--- config.mk ---
export PLATFORM = sky130hd
export DESIGN_NAME = two_wire_status_irq
export DESIGN_NICKNAME = d
export VERILOG_FILES = /design/src/two_wire_pkg.sv /design/src/two_wire_status_irq.sv
export SDC_FILE = /design/constraint.sdc
export NUM_CORES = 1
export LEC_CHECK = 0
export ABC_AREA = 1
export ABC_CLOCK_PERIOD_IN_PS = 5700
export BUFFER_PORTS_ARGS = -buffer_cell sky130_fd_sc_hd__buf_2
export CAP_MARGIN = 30
export CELL_PAD_IN_SITES_DETAIL_PLACEMENT = 1
export CELL_PAD_IN_SITES_GLOBAL_PLACEMENT = 1
export CORE_ASPECT_RATIO = 0.8
export CORE_MARGIN = 2
export CORE_UTILIZATION = 44
export CTS_CLUSTER_SIZE = 20
export DETAILED_ROUTE_END_ITERATION = 7
export HOLD_SLACK_MARGIN = 0.06
export PLACE_DENSITY = 0.95
export SYNTH_ARGS = -nofsm -noshare
export SYNTH_HDL_FRONTEND = slang
export SYNTH_SLANG_ARGS = --single-unit
--- constraint.sdc ---
create_clock -name clock -period 5.7 [get_ports clock]
set_clock_uncertainty 0.1 [all_clocks]
set_input_delay 0.57 -clock clock [delete_from_list [all_inputs] [get_ports clock]]
set_output_delay 0.57 -clock clock [all_outputs]
set_load 0.01 [all_outputs]
--- src/two_wire_pkg.sv ---
// Function
// - Master: transfer-done low during frame, set when buffers empty and STOP sent.
// - Slave: transfer-done clears on START, sets on STOP or foreign repeated address.
// - Receive-ready sets when a byte lands, clears when holding register read.
// - Master: holding write clears tx-ready; shifter load or NACK sets it.
// - Master: master enable command also sets tx-ready.
// - Slave: tx-ready low from holding write until byte acknowledged or NACK seen.
// - Slave-read shows master access direction, meaningful only while addressed.
// - Slave-addressed sets on own address match, clears on NACK or STOP.
// - General-call flag sets on general call, clears on status read.
// - Master overrun sets on reload while full; status read with done clears.
// - Master NACK flag sets with transfer-done; cleared by status read.
// - Slave read: NACK flag sets when master does not acknowledge.
// - Slave write: every received data byte is acknowledged.
// - Arbitration-lost sets with transfer-done; cleared by status read.
// - Slave stretches clock and flags it while holding registers not serviced.
// - End-of-access sets when slave-addressed clears; cleared by status read.
// - Master: count-done flags set when DMA counter reaches zero since write.
// - Master: buffers-exhausted flags set while current and next counters zero.
// - Enable register: writing 1 enables a source, 0 no effect.
// - Disable register: writing 1 disables; mask register reads enabled sources.
// - Sources at bits 0,1,2,4..15; bit 3 and above 15 none.
// - Receive holding register returns last byte in bits 7 to 0.
// - Status slave-read at bit 3, clock-wait at bit 10, reset 0x0000f009.
package two_wire_pkg;
  localparam logic [7:0]  status_reg_off   = 8'h20;
  localparam logic [7:0]  irq_set_off      = 8'h24;
  localparam logic [7:0]  irq_clear_off    = 8'h28;
  localparam logic [7:0]  irq_mask_off     = 8'h2c;
  localparam logic [7:0]  rx_holding_off   = 8'h30;
  localparam logic [7:0]  tx_holding_off   = 8'h34;
  localparam logic [7:0]  control_off      = 8'h00;
  localparam logic [7:0]  rx_dma_cnt_off   = 8'h40;
  localparam logic [7:0]  rx_dma_next_off  = 8'h44;
  localparam logic [7:0]  tx_dma_cnt_off   = 8'h48;
  localparam logic [7:0]  tx_dma_next_off  = 8'h4c;
  localparam int          done_bit         = 0;
  localparam int          rx_full_bit      = 1;
  localparam int          tx_empty_bit     = 2;
  localparam int          slave_read_bit   = 3;
  localparam int          addressed_bit    = 4;
  localparam int          gcall_bit        = 5;
  localparam int          overrun_bit      = 6;
  localparam int          nack_bit         = 8;
  localparam int          arb_bit          = 9;
  localparam int          stretch_bit      = 10;
  localparam int          access_end_bit   = 11;
  localparam int          rx_cnt_done_bit  = 12;
  localparam int          tx_cnt_done_bit  = 13;
  localparam int          rx_exh_bit       = 14;
  localparam int          tx_exh_bit       = 15;
  localparam int          master_en_bit    = 2;
  localparam int          master_dis_bit   = 3;
  localparam int          slave_en_bit     = 4;
  localparam int          slave_dis_bit    = 5;
  localparam logic [31:0] status_reset     = 32'h0000f009;
  localparam logic [31:0] source_bits      = 32'h0000fff7;
  localparam logic [15:0] dma_count_reset  = 16'h0000;

  // Events reported by the bit-level engine, one cycle pulses; frame_active, shifter_empty and char_due are levels
  typedef struct packed {
    logic       start_seen;
    logic       stop_seen;
    logic       stop_sent;
    logic       addr_match;
    logic       addr_miss;
    logic       addr_read;
    logic       gcall_seen;
    logic       byte_rx;
    logic [7:0] rx_data;
    logic       shifter_load;
    logic       byte_acked;
    logic       nack_seen;
    logic       arb_lost;
    logic       char_due;
    logic       frame_active;
    logic       shifter_empty;
  } engine_event_type;

  typedef struct packed {
    logic [7:0]  addr;
    logic [31:0] wdata;
    logic        write;
    logic        read;
  } reg_req_type;
endpackage

--- src/two_wire_status_irq.sv ---
// The register offsets and the plain strobed port were chosen for this implementation.
`timescale 1ns/1ps
`default_nettype none
module two_wire_status_irq (
  input  wire logic                          clock,
  input  wire logic                          rst,
  input  wire two_wire_pkg::reg_req_type     req,
  output logic [31:0]                        rdata,
  input  wire two_wire_pkg::engine_event_type ev,
  input  wire logic                          rx_dma_dec,
  input  wire logic                          tx_dma_dec,
  output logic                               master_mode,
  output logic                               slave_mode,
  output logic                               ack_drive,
  output logic                               clock_stretch,
  output logic                               tx_byte_valid,
  output logic [7:0]                         tx_byte,
  output logic                               irq
);
  // ----------------------------------------------------------
  // Register decode
  // ----------------------------------------------------------
  logic        wr_ctrl;
  logic        wr_set;
  logic        wr_clr;
  logic        wr_thr;
  logic        rd_status;
  logic        rd_rhr;
  logic [31:0] status;
  logic [31:0] mask;
  logic [7:0]  rx_byte;
  logic [15:0] rx_cnt;
  logic [15:0] rx_next;
  logic [15:0] tx_cnt;
  logic [15:0] tx_next;
  logic        done;
  logic        rx_full;
  logic        tx_empty;
  logic        slave_read_dir;
  logic        slave_addressed;
  logic        general_call_hit;
  logic        rx_overrun;
  logic        nack_flag;
  logic        arbitration_lost;
  logic        access_end;
  logic        rx_count_done;
  logic        tx_count_done;
  logic        master_cmd;

  assign wr_ctrl   = req.write && req.addr == two_wire_pkg::control_off;
  assign wr_set    = req.write && req.addr == two_wire_pkg::irq_set_off;
  assign wr_clr    = req.write && req.addr == two_wire_pkg::irq_clear_off;
  assign wr_thr    = req.write && req.addr == two_wire_pkg::tx_holding_off;
  assign rd_status = req.read && req.addr == two_wire_pkg::status_reg_off;
  assign rd_rhr    = req.read && req.addr == two_wire_pkg::rx_holding_off;
  assign master_cmd = wr_ctrl && req.wdata[two_wire_pkg::master_en_bit]
                      && !req.wdata[two_wire_pkg::master_dis_bit];

  // ----------------------------------------------------------
  // Mode control
  // ----------------------------------------------------------
  always_ff @(posedge clock or posedge rst) begin
    if (rst) begin
      master_mode <= 1'b0;
      slave_mode  <= 1'b0;
    end else if (wr_ctrl) begin
      // Disable wins over enable written in the same word
      if (req.wdata[two_wire_pkg::master_dis_bit]) begin
        master_mode <= 1'b0;
      end else if (req.wdata[two_wire_pkg::master_en_bit]) begin
        master_mode <= 1'b1;
        slave_mode  <= 1'b0;
      end
      if (req.wdata[two_wire_pkg::slave_dis_bit]) begin
        slave_mode <= 1'b0;
      end else if (req.wdata[two_wire_pkg::slave_en_bit]
                   && !req.wdata[two_wire_pkg::master_en_bit]) begin
        slave_mode  <= 1'b1;
        master_mode <= 1'b0;
      end
    end
  end

  // ----------------------------------------------------------
  // Transfer flags
  // ----------------------------------------------------------
  always_ff @(posedge clock or posedge rst) begin
    if (rst) begin
      done <= 1'b1;
    end else if (ev.nack_seen || ev.arb_lost) begin
      done <= 1'b1;
    end else if (master_mode) begin
      if (ev.stop_sent && ev.shifter_empty && tx_empty) begin
        done <= 1'b1;
      end else if (ev.frame_active) begin
        done <= 1'b0;
      end
    end else if (slave_mode) begin
      if (ev.stop_seen || ev.addr_miss) begin
        done <= 1'b1;
      end else if (ev.start_seen) begin
        done <= 1'b0;
      end
    end
  end

  always_ff @(posedge clock or posedge rst) begin
    if (rst) begin
      rx_full <= 1'b0;
      rx_byte <= 8'h00;
    end else if (ev.byte_rx) begin
      rx_full <= 1'b1;
      rx_byte <= ev.rx_data;
    end else if (rd_rhr) begin
      rx_full <= 1'b0;
    end
  end

  always_ff @(posedge clock or posedge rst) begin
    if (rst) begin
      tx_empty      <= two_wire_pkg::status_reset[two_wire_pkg::tx_empty_bit];
      tx_byte       <= 8'h00;
      tx_byte_valid <= 1'b0;
    end else begin
      if (master_mode && (ev.shifter_load || ev.nack_seen)) begin
        tx_empty <= 1'b1;
      end else if (master_cmd) begin
        tx_empty <= 1'b1;
      end else if (slave_mode && (ev.byte_acked || ev.nack_seen)) begin
        tx_empty <= 1'b1;
      end else if (wr_thr) begin
        tx_empty <= 1'b0;
      end
      if (wr_thr) begin
        tx_byte       <= req.wdata[7:0];
        tx_byte_valid <= 1'b1;
      end else if (ev.shifter_load || ev.nack_seen) begin
        tx_byte_valid <= 1'b0;
      end
    end
  end

  // ----------------------------------------------------------
  // Slave access flags
  // ----------------------------------------------------------
  always_ff @(posedge clock or posedge rst) begin
    if (rst) begin
      slave_addressed <= 1'b0;
      slave_read_dir  <= 1'b1;
      access_end      <= 1'b0;
    end else begin
      if (slave_mode && ev.addr_match) begin
        slave_addressed <= 1'b1;
        slave_read_dir  <= ev.addr_read;
      end else if (ev.nack_seen || ev.stop_seen) begin
        slave_addressed <= 1'b0;
      end
      if (slave_addressed && (ev.nack_seen || ev.stop_seen) && !ev.addr_match) begin
        access_end <= 1'b1;
      end else if (rd_status) begin
        access_end <= 1'b0;
      end
    end
  end

  always_ff @(posedge clock or posedge rst) begin
    if (rst) begin
      general_call_hit <= 1'b0;
      rx_overrun       <= 1'b0;
      nack_flag        <= 1'b0;
      arbitration_lost <= 1'b0;
    end else begin
      if (slave_mode && ev.gcall_seen) begin
        general_call_hit <= 1'b1;
      end else if (rd_status) begin
        general_call_hit <= 1'b0;
      end
      if (master_mode && ev.byte_rx && rx_full && !rd_rhr) begin
        rx_overrun <= 1'b1;
      end else if (rd_status && done) begin
        rx_overrun <= 1'b0;
      end
      if (ev.nack_seen && (master_mode || (slave_mode && slave_read_dir))) begin
        nack_flag <= 1'b1;
      end else if (rd_status) begin
        nack_flag <= 1'b0;
      end
      if (master_mode && ev.arb_lost) begin
        arbitration_lost <= 1'b1;
      end else if (rd_status) begin
        arbitration_lost <= 1'b0;
      end
    end
  end

  // Stretch while the next character would find the holding register unserviced
  assign clock_stretch = slave_mode && slave_addressed && ev.char_due
                         && (slave_read_dir ? tx_empty && !nack_flag : rx_full);
  // Every data byte written to us is acknowledged
  assign ack_drive     = slave_mode && slave_addressed && !slave_read_dir;

  // ----------------------------------------------------------
  // DMA counters
  // ----------------------------------------------------------
  always_ff @(posedge clock or posedge rst) begin
    if (rst) begin
      rx_cnt        <= two_wire_pkg::dma_count_reset;
      rx_next       <= two_wire_pkg::dma_count_reset;
      rx_count_done <= two_wire_pkg::status_reset[two_wire_pkg::rx_cnt_done_bit];
    end else if (req.write && (req.addr == two_wire_pkg::rx_dma_cnt_off
                 || req.addr == two_wire_pkg::rx_dma_next_off)) begin
      if (req.addr == two_wire_pkg::rx_dma_cnt_off) begin
        rx_cnt <= req.wdata[15:0];
      end else begin
        rx_next <= req.wdata[15:0];
      end
      rx_count_done <= 1'b0;
    end else if (rx_dma_dec && rx_cnt != 16'h0000) begin
      rx_cnt <= rx_cnt - 16'h0001;
      if (rx_cnt == 16'h0001) begin
        rx_count_done <= master_mode;
        rx_cnt        <= rx_next;
        rx_next       <= 16'h0000;
      end
    end
  end

  always_ff @(posedge clock or posedge rst) begin
    if (rst) begin
      tx_cnt        <= two_wire_pkg::dma_count_reset;
      tx_next       <= two_wire_pkg::dma_count_reset;
      tx_count_done <= two_wire_pkg::status_reset[two_wire_pkg::tx_cnt_done_bit];
    end else if (req.write && (req.addr == two_wire_pkg::tx_dma_cnt_off
                 || req.addr == two_wire_pkg::tx_dma_next_off)) begin
      if (req.addr == two_wire_pkg::tx_dma_cnt_off) begin
        tx_cnt <= req.wdata[15:0];
      end else begin
        tx_next <= req.wdata[15:0];
      end
      tx_count_done <= 1'b0;
    end else if (tx_dma_dec && tx_cnt != 16'h0000) begin
      tx_cnt <= tx_cnt - 16'h0001;
      if (tx_cnt == 16'h0001) begin
        tx_count_done <= master_mode;
        tx_cnt        <= tx_next;
        tx_next       <= 16'h0000;
      end
    end
  end

  // ----------------------------------------------------------
  // Status, mask and interrupt
  // ----------------------------------------------------------
  always_comb begin
    status = 32'h00000000;
    status[two_wire_pkg::done_bit]        = done;
    status[two_wire_pkg::rx_full_bit]     = rx_full;
    status[two_wire_pkg::tx_empty_bit]    = tx_empty;
    status[two_wire_pkg::slave_read_bit]  = slave_read_dir;
    status[two_wire_pkg::addressed_bit]   = slave_addressed;
    status[two_wire_pkg::gcall_bit]       = general_call_hit;
    status[two_wire_pkg::overrun_bit]     = rx_overrun;
    status[two_wire_pkg::nack_bit]        = nack_flag;
    status[two_wire_pkg::arb_bit]         = arbitration_lost;
    status[two_wire_pkg::stretch_bit]     = clock_stretch;
    status[two_wire_pkg::access_end_bit]  = access_end;
    status[two_wire_pkg::rx_cnt_done_bit] = rx_count_done;
    status[two_wire_pkg::tx_cnt_done_bit] = tx_count_done;
    status[two_wire_pkg::rx_exh_bit]      = rx_cnt == 16'h0000 && rx_next == 16'h0000;
    status[two_wire_pkg::tx_exh_bit]      = tx_cnt == 16'h0000 && tx_next == 16'h0000;
  end

  always_ff @(posedge clock or posedge rst) begin
    if (rst) begin
      mask <= 32'h00000000;
    end else if (wr_set) begin
      mask <= mask | (req.wdata & two_wire_pkg::source_bits);
    end else if (wr_clr) begin
      mask <= mask & ~(req.wdata & two_wire_pkg::source_bits);
    end
  end

  assign irq = |(status & mask);

  always_ff @(posedge clock or posedge rst) begin
    if (rst) begin
      rdata <= 32'h00000000;
    end else if (req.read) begin
      unique case (req.addr)
        two_wire_pkg::status_reg_off:  rdata <= status;
        two_wire_pkg::irq_mask_off:    rdata <= mask;
        two_wire_pkg::rx_holding_off:  rdata <= {24'h000000, rx_byte};
        two_wire_pkg::rx_dma_cnt_off:  rdata <= {16'h0000, rx_cnt};
        two_wire_pkg::rx_dma_next_off: rdata <= {16'h0000, rx_next};
        two_wire_pkg::tx_dma_cnt_off:  rdata <= {16'h0000, tx_cnt};
        two_wire_pkg::tx_dma_next_off: rdata <= {16'h0000, tx_next};
        default:                       rdata <= 32'h00000000;
      endcase
    end else begin
      rdata <= 32'h00000000;
    end
  end
endmodule
`default_nettype wire

## Word level (Yosys, flattened, before mapping)

Index checks and enable logic that the tools add are counted.

- Register bits after elaboration: 159
- Bits of input ports: 69
- Word-level logic and storage cells: 188

- Add/subtract/negate cells: 2
- Eq/ne operators: 18
- Muxes and demuxes: 59
- Bitwise operators: 4
- Reductions and logical operators: 82

Operator list:

| kind | number |
|---|---|
| 16-bit 2-to-1 mux | 16 |
| 32-bit case mux with 7 select lines | 1 |
| 32-bit 2-to-1 mux | 3 |
| 16-bit logical NOT | 4 |
| 8-bit by 6-bit equality test with 1-bit output, second input constant | 6 |
| 1-bit 2-to-1 mux | 39 |
| 1-bit logical AND | 35 |
| 16-bit by 32-bit bitwise AND with 32-bit output | 1 |
| 32-bit bitwise AND | 1 |
| 16-bit by 1-bit equality test with 1-bit output, second input constant | 2 |
| 8-bit by 7-bit equality test with 1-bit output, second input constant | 4 |
| 16-bit NOT with 32-bit output | 1 |
| 32-bit by 16-bit bitwise OR with 32-bit output | 1 |
| 16-bit nonzero test | 2 |
| 32-bit OR reduction | 1 |
| 16-bit by 1-bit subtractor with 16-bit output, second input constant | 2 |
| 2-bit nonzero test | 13 |
| 3-bit AND reduction | 4 |
| 8-bit logical NOT | 1 |
| 1-bit logical OR | 8 |
| 2-bit inequality test, second input constant | 4 |
| 2-bit AND reduction | 4 |
| 4-bit nonzero test | 2 |
| 1-bit logical NOT | 6 |
| 3 further kinds | 4 |

## Longest topological paths before layout

- Depth after elaboration: 6
- Mapped depth: 14
- Depth with buffers taken out: 13

## Least setup slack after synthesis

No wires, ideal clock.

- Path type: reg-to-output
- Start: register rx_cnt[0]
- End: output port irq
- Arrival: 1394 ps
- Data required time: 5030 ps
- Setup slack: 3636 ps
- Stages on the path, launching flop included: 9
- Path buffers: 0
- Path through: dfrtp_1 > inv_1 > ha_1 > nand2_2 > nor2_4 > nand3_1 > nor3_1 > nand3_1 > nand3_1

- Longest elaborated chain between the ends: 4

Ends and longest elaborated chain:

| element | line | source |
|---|---|---|
| start: declaration | two_wire_status_irq.sv:32 | `logic [15:0] rx_cnt;` |
| start signal: assignment | two_wire_status_irq.sv:207 | `rx_cnt <= two_wire_pkg::dma_count_reset;` |
| start signal: assignment | two_wire_status_irq.sv:213 | `rx_cnt <= req.wdata[15:0];` |
| start signal: assignment | two_wire_status_irq.sv:219 | `rx_cnt <= rx_cnt - 16'h0001;` |
| 16-bit logical NOT | two_wire_status_irq.sv:269 | `status[two_wire_pkg::rx_exh_bit] = rx_cnt == 16'h0000 && rx_next == 16'h0000;` |
| 1-bit logical AND | two_wire_status_irq.sv:269 |  |
| 16-bit by 32-bit bitwise AND with 32-bit output | two_wire_status_irq.sv:283 | `assign irq = \|(status & mask);` |
| 32-bit OR reduction | two_wire_status_irq.sv:283 |  |
| end: declaration | two_wire_status_irq.sv:18 | `output logic irq` |

No other way between the ends.

## Worst setup path in the final report

Ends and elaborated chain as after synthesis.

==> metrics.cfg <==
[outcome]
status=complete, no violations

[worst_setup_path]
critPathSlowestCell=dfrtp_1
critPathMaxFanout=7
cpPeakStageDelay_ns=0.41
crit_path_frequent_cell=nand3_1
reg2reg_depth=11
r2r_start=rx_cnt[1]
crit_chain=inv_1, ha_1, nand2_2, nor2_4, nand3_1, nor3_1, nand3_1, nand3_1, buf_2
rrSetupSlack_ns=2.94
required_ns=5.03
r2r_end=rx_next[10]
path_class=reg -> out
critPathLaunchType=register
worst_ep_arrival_time_ns=2.35
worstSetupEndpointType=output pin

[detailed_routing]
vias_per_cell=5.65
drt_wl_total_mm=31.8
drt_iter0_drc=776
wire_per_inst_um=20.0
ant_nets=0
num_vias=8985
first_pass_iters=6
drc=0

[power]
p_seq_share_pct=37.3
powerDensity_nw_per_um2=362
switching_power_mw=1.37
p_comb_share_pct=31.9
p_int_mw=2.00
pwr-share-clk_pct=30.8
ir_worst_vdd_uv=136
p_sw_share_pct=40.7
cellLeakagePower_nw=5.07

[synth]
netlist_instances=1261
synth-seq-cells=126
ys_top_cells_by_area=dfrtp_1 37%, nand2_1 22%, nand3_1 7.7%, inv_1 6.0%, nor2_1 5.6%
synth_flop_cell=dfrtp_1
synth_area_um2=8280
syn_avg_cell_area_um2=6.56
synth.distinct_cells=41
yosysWarningCount=0
synth.most_common_cell=nand2_1
yosysTopAreaCell=dfrtp_1
synth_top_area_share_pct=36.9
synth_edf_count=0
async_flop_share_pct=100
synthTopCellsByCount=484 x nand2_1, 133 x inv_1, 128 x nand3_1
synth_seq_area_share_pct=38.2

[floorplan]
ios=115
rows=44
coreArea_um2=18300
fp.dieArea_um2=19900
die_x_um=157
die_y_um=127
start_util_pct=45.3

[placement]
globalplace.congestion=0.928
post-dp-hpwl_mm=22.8
place_area_um2=8750
portBuffers=82

[timing]
maxSlewHeadroom_pct=44.7
worst-slew-pin-transition_ns=0.829
fmax_mhz=332
rsz0062_at_grt=false
finalSetupViolCount=0
finalCriticalPeriod_ns=3.02
hold_viol=0
finalSetupTns_ns=0
finalMaxSlewViolations=0
fin_crit_sh_pct=52.9

[cts]
cts_buffers=17
cts_max_level=4
clockBufferDepth=2
path_clk_slew_ns=0.05
root_buffer=clkbuf_16
cts_resized=0
cts.sinks=126
insertion_delay_ns=0.44
cts_tree=yes
post_cts_buffers=0

[grt]
grt_max_degree=63
grt_pass1_vias=9427
antenna_found_initial=1
grt.total_usage_pct=32.8
grt_pass1_wl_mm=50.1
grt.overflow.total=0

[run]
cap_viol_max_count=0

[worst_hold_path]
hp-class=in -> reg
hold_depth=3
hold_start=ev[11]
holdPathEnd=rx_byte[4]

[final_layout]
fin_util_pct=50.9
design_area_um2=9310
nets=1400
drive_gt1_share_pct=13.0
syn2layout_area_growth_pct=12.5

==> cell families after synthesis <==
kind of cell	after synthesis	share of synthesized area [%]
and+or+nand+nor	817	43.1
xor gates and xnor gates	3	0.318
AOI/OAI and AO/OA	112	7.11
adders and majority gates	5	0.756
DFF	126	38.2
buffers and inverters	197	10.6
other	1	0.0453
==> worst max-delay path by stage <==
stage                    from         end  slack (ns)  depth (start not counted)
floorplan                 rst   async pin        1.68                          1
global placement      req[34]   tx_cnt[0]        2.94                         11
detailed placement    req[39]  tx_cnt[10]        2.82                          9
CTS                 rx_cnt[0]         irq        2.70                          9
global route        rx_cnt[0]         irq        2.55                          9
finish              rx_cnt[0]         irq        2.68                          9
==> per-layer routing <==
| layer | global-route usage [%] | vias to the layer above | part of all wire [%] |
|---|---|---|---|
| li1 | - | 4051 | - |
| met1 | 43.7 | 4408 | 42 |
| met2 | 51.2 | 422 | 46 |
| met3 | 6.90 | 104 | 7.4 |
| met4 | 15.6 | 0 | 4.2 |
| met5 | 0 | - | 0 |
==> cells in the final DEF, fill, tap and decap left out, types with 2 or more instances in the layout <==
| cell | n |
|---|---|
| nand3b_1 | 5 |
| inv_2 | 5 |
| clkbuf_8 | 3 |
| inv_4 | 2 |
| o21ai_1 | 8 |
| clkbuf_1 | 4 |
| buf_2 | 82 |
| nor2_1 | 123 |
| inv_1 | 132 |
| nand4_1 | 21 |
| o22ai_1 | 5 |
| nand2_1 | 484 |
| conb_1 | 16 |
| o21a_1 | 2 |
| dfrtp_1 | 122 |
| nand2_2 | 12 |
| nand2_4 | 5 |
| nor2_4 | 12 |
| a21oi_1 | 30 |
| clkinv_2 | 5 |
| nand3_2 | 6 |
| nor2_2 | 9 |
| o21ai_0 | 62 |
| or2_2 | 3 |
| clkbuf_16 | 17 |
| xnor2_1 | 2 |
| dfstp_2 | 4 |
| buf_4 | 2 |
| ha_1 | 5 |
| nand3_1 | 128 |
| nor3_1 | 6 |
==> critical path, delay by kind of cell, from the launching register on <==
family        cells  cell delay, ns
buf+inv           2            0.32
flops             1            0.41
fa+ha+maj         1            0.29
simple gates      6            0.90
==> stage by stage <==
stage / hold WS (ns) / cells / power [mW] / worst slack (ns)
CTS: 0.237 / 1590 / 3.35 / 2.70
global route: 0.247 / 1591 / 3.58 / 2.55
floorplan: 0.342 / 1276 / 1.98 / 1.68
detailed placement: 0.361 / 1559 / 2.29 / 2.82
finish: 0.244 / 1591 / 3.37 / 2.68
global placement: 0.354 / 1558 / 2.22 / 2.94
==> power by group through the flow <==
stage               clock, mW  sequential (mW)  combinational, mW
floorplan                   0             1.19              0.796
global placement            0             1.25              0.969
detailed placement          0             1.26               1.03
CTS                      1.04             1.25               1.06
global route             1.08             1.28               1.22
finish                   1.04             1.26               1.07
==> final cells by class <==
| type | instances | area, um^2 |
|---|---|---|
| repair buffers | 86 | 447 |
| inverters | 142 | 541 |
| flip-flops and latches | 126 | 3160 |
| fillers | 2486 | 8970 |
| clock buffers | 24 | 482 |
| diodes | 1 | 2.50 |
| multi-input cells | 953 | 4300 |
| clock inverters | 6 | 61.3 |
| well taps | 253 | 317 |
==> repair_timing <==
item,CTS,global route
endpoints found under the hold margin,23,0
hold buffers,1,0
setup endpoints to repair,0,0
No activity file was read; power rests on OpenSTA's default activity.
